### src/pkg/pin_mux_pkg.sv
// Constants shared by the pin function multiplexer files.
package pin_mux_pkg;
    // ****************************************************************
    // Pin counts and indices
    // ****************************************************************
    localparam int unsigned PORT_WIDTH = 8;
    localparam int unsigned CRYSTAL_PIN = 7;
    localparam int unsigned P3_SERIAL_LOW = 1;
    localparam int unsigned P3_SERIAL_HIGH = 5;
    localparam int unsigned P3_CONVERTER_PIN0 = 0;
    localparam int unsigned P3_CONVERTER_PIN6 = 6;
    localparam int unsigned P3_CONVERTER_PIN7 = 7;
    localparam int unsigned P3_ANALOG_BIT0 = 5;
    localparam int unsigned P3_ANALOG_BIT6 = 6;
    localparam int unsigned P3_ANALOG_BIT7 = 7;
    localparam int unsigned P4_ANALOG_BIT3 = 4;
    localparam int unsigned P4_ANALOG_BIT4 = 5;
    localparam int unsigned P4_ANALOG_BIT5 = 6;
    // ****************************************************************
    // Reset values of the control registers
    // ****************************************************************
    localparam logic [7:0] DIRECTION_RESET = 8'h00;
    localparam logic [7:0] SELECT_RESET = 8'h00;
    localparam logic [7:0] P2_SELECT_RESET = 8'h80;
    localparam logic [7:0] ANALOG_RESET = 8'h00;
endpackage

### src/rtl/port_pin_function_select.sv
// Pin function multiplexer for port two pin 7 and ports three and four.
//
// Notes on behaviour
// [RL1] Select 0 and no analog enable: general I/O, direction bit picks in or out.
// [RL2] Port two pin 7 resets to crystal output; clearing select gives general I/O.
// [RL3] Port three pin 0 with select 1 joins serial block; serial block sets direction.
// [RL4] Port three pin 0: serial A clock beats B slave enable; B forced 3-wire.
// [RL5] Port three pin 3: serial B clock beats A slave enable; A forced 3-wire.
// [RL6] Port three pins 1, 2, 4 and 5 with select 1 map to fixed serial signals.
// [RL7] Low analog bits 5,6,7 take port three pins 0,6,7; driver and buffer off.
// [RL8] High analog bits 4,5,6 take port four pins 3,4,5; driver and buffer off.
// [RL9] Port three pins 6 and 7 have no digital peripheral function.
// [RL10] Port four pins 0 to 2 select 1: capture A in, or unit output.
// [RL11] Port four pins 3 and 4 select 1: capture B in, or unit output.
// [RL12] Port four pin 5 select 1 drives unit 2 output; no input function.
// [RL13] After any reset every pin but port two pin 7 is general I/O.
// [RL14] Reset clears direction, select, analog bits; port two select bit 7 sets.
`timescale 1ns/1ps
module port_pin_function_select (
    input wire logic clk,
    input wire logic rst_n,
    input wire logic powerUpClearReset_n,
    input wire logic controlWrite,
    input wire logic [2:0] controlIndex,
    input wire logic [7:0] controlData,
    input wire logic [7:0] portTwoOutput,
    input wire logic [7:0] portThreeOutput,
    input wire logic [7:0] portFourOutput,
    input wire logic [7:0] portThreeIn,
    input wire logic [7:0] portFourIn,
    input wire logic portTwoHighIn,
    input wire logic crystalOutput,
    input wire logic serialAClockOut,
    input wire logic serialAClockOe,
    input wire logic serialAClockUsed,
    input wire logic serialBSlaveEnableOut,
    input wire logic serialBSlaveEnableOe,
    input wire logic serialBClockOut,
    input wire logic serialBClockOe,
    input wire logic serialBClockUsed,
    input wire logic serialASlaveEnableOut,
    input wire logic serialASlaveEnableOe,
    input wire logic serialBDataOut,
    input wire logic serialBDataOutOe,
    input wire logic serialBDataIn,
    input wire logic serialBDataInOe,
    input wire logic serialATransmit,
    input wire logic serialATransmitOe,
    input wire logic serialAReceive,
    input wire logic serialAReceiveOe,
    input wire logic [2:0] timerBOutput,
    output logic [7:0] portTwoDirection,
    output logic [7:0] portTwoFunctionSelect,
    output logic [7:0] portThreeDirection,
    output logic [7:0] portThreeFunctionSelect,
    output logic [7:0] portFourDirection,
    output logic [7:0] portFourFunctionSelect,
    output logic [7:0] analogEnableLow,
    output logic [7:0] analogEnableHigh,
    output logic portTwoHighOut,
    output logic portTwoHighOe,
    output logic portTwoHighData,
    output logic [7:0] portThreeOut,
    output logic [7:0] portThreeOe,
    output logic [7:0] portThreeBufferOn,
    output logic [7:0] portThreeData,
    output logic [7:0] portFourOut,
    output logic [7:0] portFourOe,
    output logic [7:0] portFourBufferOn,
    output logic [7:0] portFourData,
    output logic [7:0] serialPinIn,
    output logic serialBForceThreeWire,
    output logic serialAForceThreeWire,
    output logic [2:0] captureInputA,
    output logic [1:0] captureInputB,
    output logic [2:0] converterSelect
);
    // ****************************************************************
    // Control registers
    // ****************************************************************
    logic anyReset_n;
    logic [7:0] regValue [0:7];
    localparam logic [7:0] RESET_TABLE [0:7] = '{
        pin_mux_pkg::DIRECTION_RESET, pin_mux_pkg::P2_SELECT_RESET,
        pin_mux_pkg::DIRECTION_RESET, pin_mux_pkg::SELECT_RESET,
        pin_mux_pkg::DIRECTION_RESET, pin_mux_pkg::SELECT_RESET,
        pin_mux_pkg::ANALOG_RESET, pin_mux_pkg::ANALOG_RESET};

    // Either reset source returns every bit to its default.
    assign anyReset_n = rst_n & powerUpClearReset_n; // RL13

    // Index 0..7: p2 dir, p2 sel, p3 dir, p3 sel, p4 dir, p4 sel, analog low, high.
    for (genvar i = 0; i < 8; i++) begin : g_reg
        control_reg #(.WIDTH(8), .RESET_VALUE(RESET_TABLE[i])) ctrl ( // RL14 RL2
            .clk(clk),
            .rst_n(anyReset_n),
            .writeEnable(controlWrite && (controlIndex == 3'(i))),
            .writeData(controlData),
            .value(regValue[i])
        );
    end

    // Register contents go out unchanged so software can read back what it wrote.
    assign portTwoDirection = regValue[0];
    assign portTwoFunctionSelect = regValue[1];
    assign portThreeDirection = regValue[2];
    assign portThreeFunctionSelect = regValue[3];
    assign portFourDirection = regValue[4];
    assign portFourFunctionSelect = regValue[5];
    assign analogEnableLow = regValue[6];
    assign analogEnableHigh = regValue[7];

    // ****************************************************************
    // Pin routing
    // ****************************************************************
    logic [7:0] p3Analog;
    logic [7:0] p4Analog;
    logic [7:0] p3SerialOut;
    logic [7:0] p3SerialOe;
    logic [7:0] p4TimerOut;

    // Analog enables per pin; only the converter pins carry one, the rest stay digital.
    always_comb begin
        p3Analog = 8'h00;
        p4Analog = 8'h00;
        p3Analog[pin_mux_pkg::P3_CONVERTER_PIN0] =
            analogEnableLow[pin_mux_pkg::P3_ANALOG_BIT0]; // RL7
        p3Analog[pin_mux_pkg::P3_CONVERTER_PIN6] =
            analogEnableLow[pin_mux_pkg::P3_ANALOG_BIT6]; // RL7
        p3Analog[pin_mux_pkg::P3_CONVERTER_PIN7] =
            analogEnableLow[pin_mux_pkg::P3_ANALOG_BIT7]; // RL7
        p4Analog[3] = analogEnableHigh[pin_mux_pkg::P4_ANALOG_BIT3]; // RL8
        p4Analog[4] = analogEnableHigh[pin_mux_pkg::P4_ANALOG_BIT4]; // RL8
        p4Analog[5] = analogEnableHigh[pin_mux_pkg::P4_ANALOG_BIT5]; // RL8
        converterSelect = {p3Analog[7], p3Analog[6], p3Analog[0]};
    end

    // Serial signals per port three pin; the serial block owns direction.
    always_comb begin
        p3SerialOut = 8'h00;
        p3SerialOe = 8'h00;
        // Pin 0: channel A clock wins over channel B slave enable.
        if (serialAClockUsed) begin // RL4
            p3SerialOut[0] = serialAClockOut;
            p3SerialOe[0] = serialAClockOe; // RL3
        end else begin
            p3SerialOut[0] = serialBSlaveEnableOut;
            p3SerialOe[0] = serialBSlaveEnableOe; // RL3
        end
        p3SerialOut[1] = serialBDataOut; // RL6
        p3SerialOe[1] = serialBDataOutOe;
        p3SerialOut[2] = serialBDataIn; // RL6
        p3SerialOe[2] = serialBDataInOe;
        // Pin 3: channel B clock wins over channel A slave enable.
        if (serialBClockUsed) begin // RL5
            p3SerialOut[3] = serialBClockOut;
            p3SerialOe[3] = serialBClockOe;
        end else begin
            p3SerialOut[3] = serialASlaveEnableOut;
            p3SerialOe[3] = serialASlaveEnableOe;
        end
        p3SerialOut[4] = serialATransmit; // RL6
        p3SerialOe[4] = serialATransmitOe;
        p3SerialOut[5] = serialAReceive; // RL6
        p3SerialOe[5] = serialAReceiveOe;
    end

    // Forcing to 3-wire holds while the clock function claims the shared pin.
    assign serialBForceThreeWire = portThreeFunctionSelect[0] & ~p3Analog[0]
        & serialAClockUsed; // RL4
    assign serialAForceThreeWire = portThreeFunctionSelect[3] & serialBClockUsed; // RL5

    // Port two pin 7: crystal output whenever selected, else general I/O.
    always_comb begin
        if (portTwoFunctionSelect[pin_mux_pkg::CRYSTAL_PIN]) begin // RL2
            portTwoHighOut = crystalOutput;
            portTwoHighOe = 1'b1;
            portTwoHighData = 1'b0;
        end else begin // RL1
            portTwoHighOut = portTwoOutput[pin_mux_pkg::CRYSTAL_PIN];
            portTwoHighOe = portTwoDirection[pin_mux_pkg::CRYSTAL_PIN];
            portTwoHighData = portTwoHighIn;
        end
    end

    // Port three: analog, then serial select, then general I/O.
    always_comb begin
        for (int i = 0; i < 8; i++) begin
            if (p3Analog[i]) begin // RL7
                portThreeOut[i] = 1'b0;
                portThreeOe[i] = 1'b0;
                portThreeBufferOn[i] = 1'b0;
            end else if (portThreeFunctionSelect[i] && i <= pin_mux_pkg::P3_SERIAL_HIGH) begin
                portThreeOut[i] = p3SerialOut[i]; // RL3 RL6
                portThreeOe[i] = p3SerialOe[i];
                portThreeBufferOn[i] = 1'b1;
            end else begin // RL1 RL9
                portThreeOut[i] = portThreeOutput[i];
                portThreeOe[i] = portThreeDirection[i];
                portThreeBufferOn[i] = 1'b1;
            end
        end
        portThreeData = portThreeIn & portThreeBufferOn;
        serialPinIn = portThreeData & portThreeFunctionSelect & 8'h3f;
    end

    // Port four: analog, then timer select, then general I/O.
    always_comb begin
        p4TimerOut = {2'b00, timerBOutput[2], timerBOutput[1], timerBOutput[0],
            timerBOutput};
        for (int i = 0; i < 8; i++) begin
            if (p4Analog[i]) begin // RL8
                portFourOut[i] = 1'b0;
                portFourOe[i] = 1'b0;
                portFourBufferOn[i] = 1'b0;
            end else if (portFourFunctionSelect[i] && i <= 5) begin // RL10 RL11 RL12
                portFourOut[i] = p4TimerOut[i];
                portFourOe[i] = portFourDirection[i];
                portFourBufferOn[i] = 1'b1;
            end else begin // RL1
                portFourOut[i] = portFourOutput[i];
                portFourOe[i] = portFourDirection[i];
                portFourBufferOn[i] = 1'b1;
            end
        end
        portFourData = portFourIn & portFourBufferOn;
    end

    // Capture inputs only while selected as timer inputs; pin 5 feeds none.
    always_comb begin
        for (int i = 0; i < 3; i++) begin
            captureInputA[i] = portFourFunctionSelect[i] & ~portFourDirection[i]
                & portFourIn[i]; // RL10
        end
        for (int i = 0; i < 2; i++) begin
            captureInputB[i] = portFourFunctionSelect[i+3] & ~portFourDirection[i+3]
                & ~p4Analog[i+3] & portFourIn[i+3]; // RL11 RL12
        end
    end

    // ****************************************************************
    // Assertions
    // ****************************************************************
    analog_low_off_a: assert property (@(posedge clk) disable iff (!rst_n)
        p3Analog[0] |-> !portThreeOe[0] && !portThreeBufferOn[0]) // RL7
        else $error("Converter pin still driven.");
    analog_high_off_a: assert property (@(posedge clk) disable iff (!rst_n)
        analogEnableHigh[5] |-> !portFourOe[4] && !portFourData[4]) // RL8
        else $error("Port four converter pin not isolated.");
    crystal_reset_a: assert property (@(posedge clk) $rose(rst_n)
        |-> portTwoFunctionSelect == 8'h80 && portThreeFunctionSelect == 8'h00) // RL14
        else $error("Wrong select reset value.");
    crystal_drive_a: assert property (@(posedge clk) disable iff (!rst_n)
        portTwoFunctionSelect[7] |-> portTwoHighOe && portTwoHighOut == crystalOutput) // RL2
        else $error("Crystal output not on pin.");
    gpio_direction_a: assert property (@(posedge clk) disable iff (!rst_n)
        !portThreeFunctionSelect[4] |-> portThreeOe[4] == portThreeDirection[4]) // RL1
        else $error("General I/O direction ignored.");
    clock_priority_a: assert property (@(posedge clk) disable iff (!rst_n)
        portThreeFunctionSelect[0] && !p3Analog[0] && serialAClockUsed
        |-> serialBForceThreeWire && portThreeOut[0] == serialAClockOut) // RL4
        else $error("Channel A clock lost priority.");
    b_clock_priority_a: assert property (@(posedge clk) disable iff (!rst_n)
        portThreeFunctionSelect[3] && serialBClockUsed
        |-> serialAForceThreeWire && portThreeOe[3] == serialBClockOe) // RL5
        else $error("Channel B clock lost priority.");
    no_function_a: assert property (@(posedge clk) disable iff (!rst_n)
        !p3Analog[6] |-> portThreeOe[6] == portThreeDirection[6]) // RL9
        else $error("Pin six took a peripheral function.");
    timer_out_a: assert property (@(posedge clk) disable iff (!rst_n)
        portFourFunctionSelect[5] && portFourDirection[5] && !p4Analog[5]
        |-> portFourOut[5] == timerBOutput[2]) // RL12
        else $error("Unit two output missing on pin five.");
endmodule

### src/rtl/control_reg.sv
// One eight-bit control register with write enable and reset value.
`timescale 1ns/1ps
module control_reg #(
    parameter int unsigned WIDTH = 8,
    parameter logic [WIDTH-1:0] RESET_VALUE = '0
) (
    input wire logic clk,
    input wire logic rst_n,
    input wire logic writeEnable,
    input wire logic [WIDTH-1:0] writeData,
    output logic [WIDTH-1:0] value
);
    logic [WIDTH-1:0] value_reg;
    logic [WIDTH-1:0] value_next;

    // Next value follows a write, otherwise holds.
    always_comb begin
        value_next = writeEnable ? writeData : value_reg;
    end

    // Reset loads only the constant reset value.
    always_ff @(posedge clk or negedge rst_n) begin
        if (!rst_n) begin
            value_reg <= RESET_VALUE;
        end else begin
            value_reg <= value_next;
        end
    end

    // The output comes straight from the flip-flops, so it never glitches.
    assign value = value_reg;
endmodule

### config.mk
export PLATFORM = sky130hd
export DESIGN_NAME = port_pin_function_select
export DESIGN_NICKNAME = d
export VERILOG_FILES = /design/src/pkg/pin_mux_pkg.sv /design/src/rtl/port_pin_function_select.sv /design/src/rtl/control_reg.sv
export SDC_FILE = /design/constraint.sdc
export NUM_CORES = 1
export LEC_CHECK = 0
export ABC_AREA = 1
export BUFFER_PORTS_ARGS = -buffer_cell sky130_fd_sc_hd__clkbuf_2
export CORE_UTILIZATION = 44
export CTS_BUF_LIST = sky130_fd_sc_hd__clkbuf_4 sky130_fd_sc_hd__clkbuf_8
export DETAILED_ROUTE_END_ITERATION = 8
export HOLD_SLACK_MARGIN = 0.15
export PLACE_DENSITY = 0.83
export REMOVE_ABC_BUFFERS = 1
export SYNTH_ARGS = -nofsm -noshare
export SYNTH_HDL_FRONTEND = slang
export SYNTH_SLANG_ARGS = --single-unit
### constraint.sdc
create_clock -name clk -period 2.9 [get_ports clk]
set_clock_uncertainty 0.15 [all_clocks]
set_input_delay 0.58 -clock clk [delete_from_list [all_inputs] [get_ports clk]]
set_output_delay 0.58 -clock clk [all_outputs]
set_load 0.05 [all_outputs]
==> impl_metrics.yaml, run 1 <==
die:
  rows: 31
  ios: 227
  die_y_um: 90.6
  core_region_area_um2: 7410
  start_util_pct: 46.6
  dieWidth_um: 90.6
  dieArea_um2: 8210
clocking:
  holdBufCountCts: 0
  root_buffer: "clkbuf_8"
  cts_setup_buffers: 0
  clock_sinks: 64
  cts-resized-gates: 0
  clk_pin_slew_ns: 0.07
  clock_latency_ns: 0.32
  h-tree-depth: 3
  clk_path_buf_depth: 2
  cts_made_buffers: 9
  cts_tree: "built"
sta:
  fin_crit_sh_pct: 74.8
  hold_slack_ns: 0.216
  period_minus_slack_ns: 2.17
  slew_headroom_pct: 56.2
  maxSlewViolCount: 0
  hold_viol: 0
  max_freq_mhz: 461
  setup-violations-final: 0
  rsz0062_at_grt: "no"
  worst_pin_slew_ns: 0.656
route:
  vias: 3472
  routed_wl_um: 9860
  ant_nets: 0
  drc: 0
  vias_per_cell: 4.64
  drt_iter0_drc: 147
  wire_per_inst_um: 13.2
  dr.pass1.iters: 4
global_routing:
  grt_pass1_wl_um: 15400
  use_met3_pct: 3.96
  antenna_found_initial: 0
  grt.busiest_layer: "met2"
  use_met1_pct: 30.2
  use_met2_pct: 41.8
  grt_max_degree: 35
  grt_util_all_layers_pct: 23.9
  overflow: 0
  grt_pass1_vias: 3112
layout:
  layout_common_cells: "nand2_1, clkbuf_2, dfrtp_1"
  fill_cells: 727
  stdcell_area_um2: 4440
  largest_reg_flops: 64
  final_common_cell: "nand2_1"
  layout.cells.non_filler: 748
  seqCellArea_um2: 1600
  drive_gt1_share_pct: 34.7
  antennaDiodeCount: 0
  multiInputGateArea_um2: 1270
  area_delta_synth_final_pct: 28.6
  fin_util_pct: 60.0
  final_nets: 722
worst_setup_path:
  setup.worst_path.end_class: "primary output"
  critPathMaxFanout: 6
  worstReg2RegStart: "g_reg[1].ctrl.value[7]$_DFFE_PN1P_"
  critPathKind: "reg2out"
  cp.arrival_ns: 1.44
  critical_path.startpoint: "g_reg[6].ctrl.value[5]$_DFFE_PN0P_"
  crit_required_ns: 2.17
  start_kind: "register"
pwr:
  total_power_mw: 3.95
  leakage_nw: 2.85
  p_sw_share_pct: 51.4
  p_comb_share_pct: 48.0
  p_int_mw: 1.92
  power.density_nw_per_um2: 890
  switching_power_mw: 2.03
  seq_power_share_pct: 31.0
  clkPwrFrac_pct: 21.0
  peakVddDrop_mv: 0.536
place:
  place.gp.congestion: 0.754
  dpl_cell_area_um2: 4220
  dp_hpwl_um: 7450
  place_inst: 732
  numPortBuffers: 199
synth:
  yosys_warnings: 0
  yosys.area_share.xor_xnor_pct: 0
  netlist_instances: 465
  synth_area_um2: 3460
  syn_avg_cell_area_um2: 7.43
  ys_seq_area_share_pct: 46.4
  synthMuxAreaShare_pct: 0
  synth_fa_ha_area_share_pct: 0
  synth_top_family_by_area: "simple AND/OR/NAND/NOR gates"
  synthSimpleGateAreaFrac_pct: 32.8
  ys_ff_latch: 64
  synth_compound_area_share_pct: 2.61
  ys_types: 18
min_path:
  hp-class: "in2async"
run:
  drv_cap: 0
outcome:
  status: "finished clean"
## per-stage QoR
step	TNS [ns]	worst slack, ns
floorplan	-0.0194	-0.00969
global placement	0	0.948
detailed placement	0	0.933
CTS	0	0.721
global route	0	0.616
finish	0	0.730
## Yosys cell counts (all sizes together)
cell type	instances	area share [%]
nand3	32	4.6
dfstp	1	0.76
conb	2	0.22
nor2	40	4.9
bufbuf	8	4.3
o21ai	16	2.3
nor3	2	0.29
a21oi	2	0.29
inv	52	5.6
clkbuf	1	0.40
buf	35	7.6
dfrtp	63	46
or2	1	0.18
nand2	210	23
## kinds of logic after synthesis
| group | count (synthesis) |
|---|---|
| simple gates | 285 |
| buf+inv | 96 |
| flops | 64 |
| compound gates | 18 |
| other cells | 2 |
## metal layers
metal  part of all wire [%]  vias to the layer above  routed length [um]
met5                      0                        -                   0
met4                   0.38                        0                  37
met3                    7.1                        2                 703
met2                     51                      154                5060
met1                     41                     1606                4060
li1                       -                     1710                   -
## final timing paths
path	slack, ns	endpoint	depth (start not counted)
max	0.73	portThreeOut[0]	4
min	0.22	g_reg[6].ctrl.value[3]$_DFFE_PN0P_	3
max reg2reg	1.99	g_reg[1].ctrl.value[7]$_DFFE_PN1P_	2
min reg2reg	0.33	g_reg[6].ctrl.value[0]$_DFFE_PN0P_	2
max in group asynchronous	1.76	g_reg[7].ctrl.value[2]$_DFFE_PN0P_	4
min in group clk	0.33	g_reg[6].ctrl.value[0]$_DFFE_PN0P_	2
## power groups by stage
stage / Combinational (mW) / Sequential (mW) / Clock [mW]
after floorplan: 0.763 / 1.88 / 0
after global placement: 1.88 / 1.23 / 0
after detailed placement: 1.91 / 1.24 / 0
after CTS: 1.91 / 1.23 / 0.843
after global routing: 1.99 / 1.25 / 0.881
final: 1.90 / 1.23 / 0.829
## critical path: stages (launching register included)
cell      delay (ns)
dfrtp_1         0.45
inv_1           0.15
o21ai_0         0.12
nor2_1          0.12
clkbuf_2        0.28
## area by class of cell
type	instances	area share, %
clock inverters	2	0.788
well taps	99	2.79
multi-input cells	315	28.6
repair buffers	202	23.2
inverters	52	4.39
flip-flops and latches	64	36.1
clock buffers	14	4.19
Power figures use the tool's default switching activity.
==> run 2: changes to the inputs <==
==> constraint.sdc (replaced) <==
create_clock -name clk -period 2.15 [get_ports clk]
set_clock_uncertainty 0.15 [all_clocks]
set_input_delay 0.43 -clock clk [delete_from_list [all_inputs] [get_ports clk]]
set_output_delay 0.43 -clock clk [all_outputs]
set_load 0.05 [all_outputs]
==> impl_metrics.yaml, run 2 (synthesized netlist as in run 1, its figures left out) <==
pwr:
  power.density_nw_per_um2: 1190
  total_power_mw: 5.35
  leakage_nw: 2.87
  peakVddDrop_mv: 0.618
global_routing:
  grt_max_degree: 65
  grt_util_all_layers_pct: 23.6
  overflow: 0
  grt_pass1_wl_um: 15300
  grt_pass1_vias: 3181
  antenna_found_initial: 0
route:
  vias: 3495
  routed_wl_um: 9680
  drc: 0
  ant_nets: 0
  wire_per_inst_um: 12.9
  vias_per_cell: 4.65
  dr.pass1.iters: 4
  drt_iter0_drc: 150
die:
  die_y_um: 90.6
  start_util_pct: 46.6
  dieArea_um2: 8210
  core_region_area_um2: 7410
  rows: 31
  ios: 227
  dieWidth_um: 90.6
sta:
  slew_headroom_pct: 64.5
  fin_crit_sh_pct: 93.0
  maxSlewViolCount: 0
  worst_pin_slew_ns: 0.530
  setup-violations-final: 0
  rsz0062_at_grt: "no"
  hold_viol: 0
  hold_slack_ns: 0.284
  period_minus_slack_ns: 2.00
  max_freq_mhz: 500
worst_setup_path:
  critPathKind: "reg2out"
  start_kind: "register"
  crit_required_ns: 1.57
  critPathMaxFanout: 6
  cp.arrival_ns: 1.42
  setup.worst_path.end_class: "primary output"
layout:
  largest_reg_flops: 64
  area_delta_synth_final_pct: 29.6
  drive_gt1_share_pct: 34.8
  antennaDiodeCount: 0
  stdcell_area_um2: 4480
  final_nets: 726
  final_common_cell: "nand2_1"
  layout_common_cells: "nand2_1, clkbuf_2, dfrtp_1"
  fill_cells: 693
place:
  dp_hpwl_um: 7250
  place.gp.congestion: 0.743
  dpl_cell_area_um2: 4240
  numPortBuffers: 199
clocking:
  clk_path_buf_depth: 2
  clk_pin_slew_ns: 0.07
  clock_latency_ns: 0.32
  h-tree-depth: 3
  clock_sinks: 64
  cts_setup_buffers: 0
  cts_tree: "built"
  cts_made_buffers: 9
  root_buffer: "clkbuf_8"
min_path:
  hp-class: "in2reg"
run:
  drv_cap: 0
outcome:
  status: "finished clean"
run 2: changes by cell type in the layout (fill, tap and decap cells not counted), moves of 2 or more:
cell | previous run | this run
clkinv_2 | 1 | 3
dlygate4sd3_1 | 0 | 2
buf_4 | 2 | 4
clkbuf_8 | 13 | 10
run 2: final timing paths:
check / start / end / slack (ns) / depth (start not counted)
setup / recovery: g_reg[6].ctrl.value[5]$_DFFE_PN0P_ / portThreeOut[0] / 0.15 / 4
hold / removal: controlIndex[2] / g_reg[2].ctrl.value[6]$_DFFE_PN0P_ / 0.28 / 4
setup reg to reg: g_reg[1].ctrl.value[7]$_DFFE_PN1P_ / g_reg[1].ctrl.value[7]$_DFFE_PN1P_ / 1.24 / 2
hold reg to reg: g_reg[7].ctrl.value[1]$_DFFE_PN0P_ / g_reg[7].ctrl.value[1]$_DFFE_PN0P_ / 0.32 / 2
max in group asynchronous: powerUpClearReset_n / g_reg[1].ctrl.value[7]$_DFFE_PN1P_ / 0.40 / 6
min in group asynchronous: rst_n / g_reg[6].ctrl.value[3]$_DFFE_PN0P_ / 0.59 / 5
run 2: repair_timing:
action                                  in CTS  in global routing
endpoints found under the hold margin       63                  0
hold buffers                                 2                  0
endpoints found under the setup margin       0                  0
resized for setup                            0                  0
run 2: final cells by class:
cell class	instances	area [um^2]	area share [%]
flip-flops and latches	64	1600	35.8
multi-input cells	315	1270	28.4
repair buffers	206	1070	23.8
inverters	52	195	4.36
clock buffers	10	138	3.07
well taps	99	124	2.77
clock inverters	6	82.6	1.84
run 2: layer usage:
metal,GRT usage (%),routed length [um]
met1,29.5,4110
met2,41.4,4910
met3,3.96,580
met4,6.99,85
met5,0,0
run 2: where the power goes:
group	internal, mW	total, mW	leakage, nW	switching, mW
clock	0.678	1.13	0.112	0.456
sequential	1.43	1.65	0.822	0.221
combinational	0.487	2.56	1.93	2.08
total	2.60	5.35	2.87	2.75
run 2: per-stage QoR:
step                instances  util [%]  worst slack [ns]  setup TNS, ns
floorplan                 431         -            -0.610         -10.11
global placement          734      57.2             0.491              0
detailed placement        734      57.2             0.438              0
CTS                       752      60.4             0.134              0
global route              752      60.4            0.0201              0
finish                    752      60.4             0.150              0
run 2: critical path: stages (launching register included):
cell	delay, ns
dfrtp_1	0.45
inv_1	0.14
o21ai_0	0.11
nor2_1	0.11
clkbuf_2	0.28
==> run 3: changes to the inputs <==
--- a/config.mk
+++ b/config.mk
@@ -6,12 +6,11 @@
 export NUM_CORES = 1
 export LEC_CHECK = 0
 export ABC_AREA = 1
-export BUFFER_PORTS_ARGS = -buffer_cell sky130_fd_sc_hd__clkbuf_2
-export CORE_UTILIZATION = 44
+export CORE_UTILIZATION = 45
 export CTS_BUF_LIST = sky130_fd_sc_hd__clkbuf_4 sky130_fd_sc_hd__clkbuf_8
 export DETAILED_ROUTE_END_ITERATION = 8
+export DONT_BUFFER_PORTS = 1
 export HOLD_SLACK_MARGIN = 0.15
-export PLACE_DENSITY = 0.83
 export REMOVE_ABC_BUFFERS = 1
 export SYNTH_ARGS = -nofsm -noshare
 export SYNTH_HDL_FRONTEND = slang
==> impl_metrics.yaml, run 3 (synthesized netlist as in run 1, its figures left out) <==
layout:
  final_nets: 614
  layout_common_cells: "nand2_1, buf_4, dfrtp_1"
  fill_cells: 679
  stdcell_area_um2: 4180
  seqCellArea_um2: 1610
  final_common_cell: "nand2_1"
  multiInputGateArea_um2: 1270
  antennaDiodeCount: 0
  drive_gt1_share_pct: 19.6
  area_delta_synth_final_pct: 21.0
  largest_reg_flops: 64
die:
  core_region_area_um2: 7330
  start_util_pct: 47.1
  rows: 31
  dieArea_um2: 8030
  dieWidth_um: 89.6
  die_y_um: 89.6
  ios: 227
clocking:
  cts_setup_buffers: 0
  cts_tree: "built"
  h-tree-depth: 3
  clock_latency_ns: 0.33
  root_buffer: "clkbuf_8"
  clk_path_buf_depth: 2
  cts_made_buffers: 9
  clk_pin_slew_ns: 0.07
  clock_sinks: 64
sta:
  setup-violations-final: 0
  rsz0062_at_grt: "no"
  maxSlewViolCount: 0
  max_freq_mhz: 492
  hold_viol: 0
  setup_tns_ns: 0
  worst_pin_slew_ns: 0.601
  period_minus_slack_ns: 2.03
  fin_crit_sh_pct: 94.5
  slew_headroom_pct: 59.8
route:
  wire_per_inst_um: 14.6
  dr.pass1.iters: 4
  drt_iter0_drc: 125
  routed_wl_um: 9370
  vias: 3089
  drc: 0
  ant_nets: 0
  vias_per_cell: 4.83
worst_setup_path:
  r2r_slack_ns: 1.08
  critPathMaxFanout: 3
  crit_required_ns: 1.57
  cp.arrival_ns: 1.45
  critPathKind: "reg2out"
  start_kind: "register"
  worstReg2RegStart: "g_reg[1].ctrl.value[7]$_DFFE_PN1P_"
  reg2reg_to: "g_reg[1].ctrl.value[7]$_DFFE_PN1P_"
  reg2regPathDepth: 2
  setup.worst_path.end_class: "primary output"
place:
  dp_hpwl_um: 6630
  place.gp.congestion: 0.743
  numPortBuffers: 0
  dpl_cell_area_um2: 3840
pwr:
  peakVddDrop_mv: 0.655
  total_power_mw: 5.24
  power.density_nw_per_um2: 1250
  leakage_nw: 2.46
global_routing:
  grt_util_all_layers_pct: 23.5
  grt.busiest_layer: "met2"
  overflow: 0
  use_met3_pct: 8.14
  use_met1_pct: 28.5
  grt_pass1_wl_um: 13800
  grt_pass1_vias: 2779
  use_met2_pct: 39.7
  antenna_found_initial: 0
  grt_max_degree: 30
run:
  drv_cap: 0
outcome:
  status: "finished clean"
min_path:
  holdPathStages: 3
  hp-start: "controlIndex[0]"
  hp-class: "in2reg"
  min_to: "g_reg[4].ctrl.value[1]$_DFFE_PN0P_"
## run 3: cell count changes in the layout (fill, tap and decap cells not counted), moves of 2 or more
| cell | previous run | this run |
|---|---|---|
| clkbuf_8 | 10 | 12 |
| buf_4 | 4 | 79 |
| dlygate4sd3_1 | 2 | 12 |
| clkbuf_2 | 199 | 0 |
| o21ai_1 | 0 | 2 |
| buf_12 | 1 | 3 |
| o21ai_0 | 16 | 14 |
## run 3: worst max-delay path by stage
stage | start | depth (start not counted) | end
2_1_floorplan | g_reg[7].ctrl.value[4]$_DFFE_PN0P_ | 3 | captureInputB[0]
3_3_place_gp | g_reg[5].ctrl.value[5]$_DFFE_PN0P_ | 3 | portFourOut[5]
3_5_place_dp | g_reg[5].ctrl.value[5]$_DFFE_PN0P_ | 3 | portFourOut[5]
4_1_cts | g_reg[5].ctrl.value[5]$_DFFE_PN0P_ | 3 | portFourOut[5]
5_1_grt | g_reg[2].ctrl.value[0]$_DFFE_PN0P_ | 3 | portThreeOe[0]
6_report | g_reg[2].ctrl.value[0]$_DFFE_PN0P_ | 3 | portThreeOe[0]
## run 3: critical path, stage by stage (launching register included)
cell and delay [ns]:
dfrtp_1 0.66, o21ai_0 0.14, nor2_1 0.13, buf_4 0.20
## run 3: where the power goes
part           switching (mW)  internal [mW]  total [mW]
Clock                   0.453          0.640        1.09
Combinational            1.58          0.524        2.10
Sequential              0.624           1.43        2.05
## run 3: per-layer routing
metal / vias to the layer above / wire [um]
li1: 1496 / -
met1: 1420 / 3680
met2: 169 / 4710
met4: 0 / 40
met5: - / 0
met3: 4 / 938
## run 3: timing repair
item	CTS	global route
gates resized for setup	0	2
setup endpoints to repair	0	2
endpoints found under the hold margin	84	0
hold buffers	12	0
## run 3: layout make-up
type | count | area share [%]
inverters | 52 | 4.67
multi-input cells | 315 | 30.4
clock buffers | 13 | 4.13
clock inverters | 3 | 0.957
well taps | 99 | 2.96
repair buffers | 94 | 18.5
flip-flops and latches | 64 | 38.4
## run 3: metrics by stage
| stage | setup WS (ns) | hold slack [ns] | instances | util (%) |
|---|---|---|---|---|
| 5_1_grt | 0.0179 | 0.177 | 640 | 57.1 |
| 2_1_floorplan | -0.610 | 0.390 | 431 | - |
| 3_3_place_gp | 0.450 | 0.266 | 612 | 52.4 |
| 6_report | 0.119 | 0.180 | 640 | 57.1 |
| 4_1_cts | 0.0591 | 0.164 | 640 | 57.0 |
| 3_5_place_dp | 0.439 | 0.279 | 612 | 52.4 |
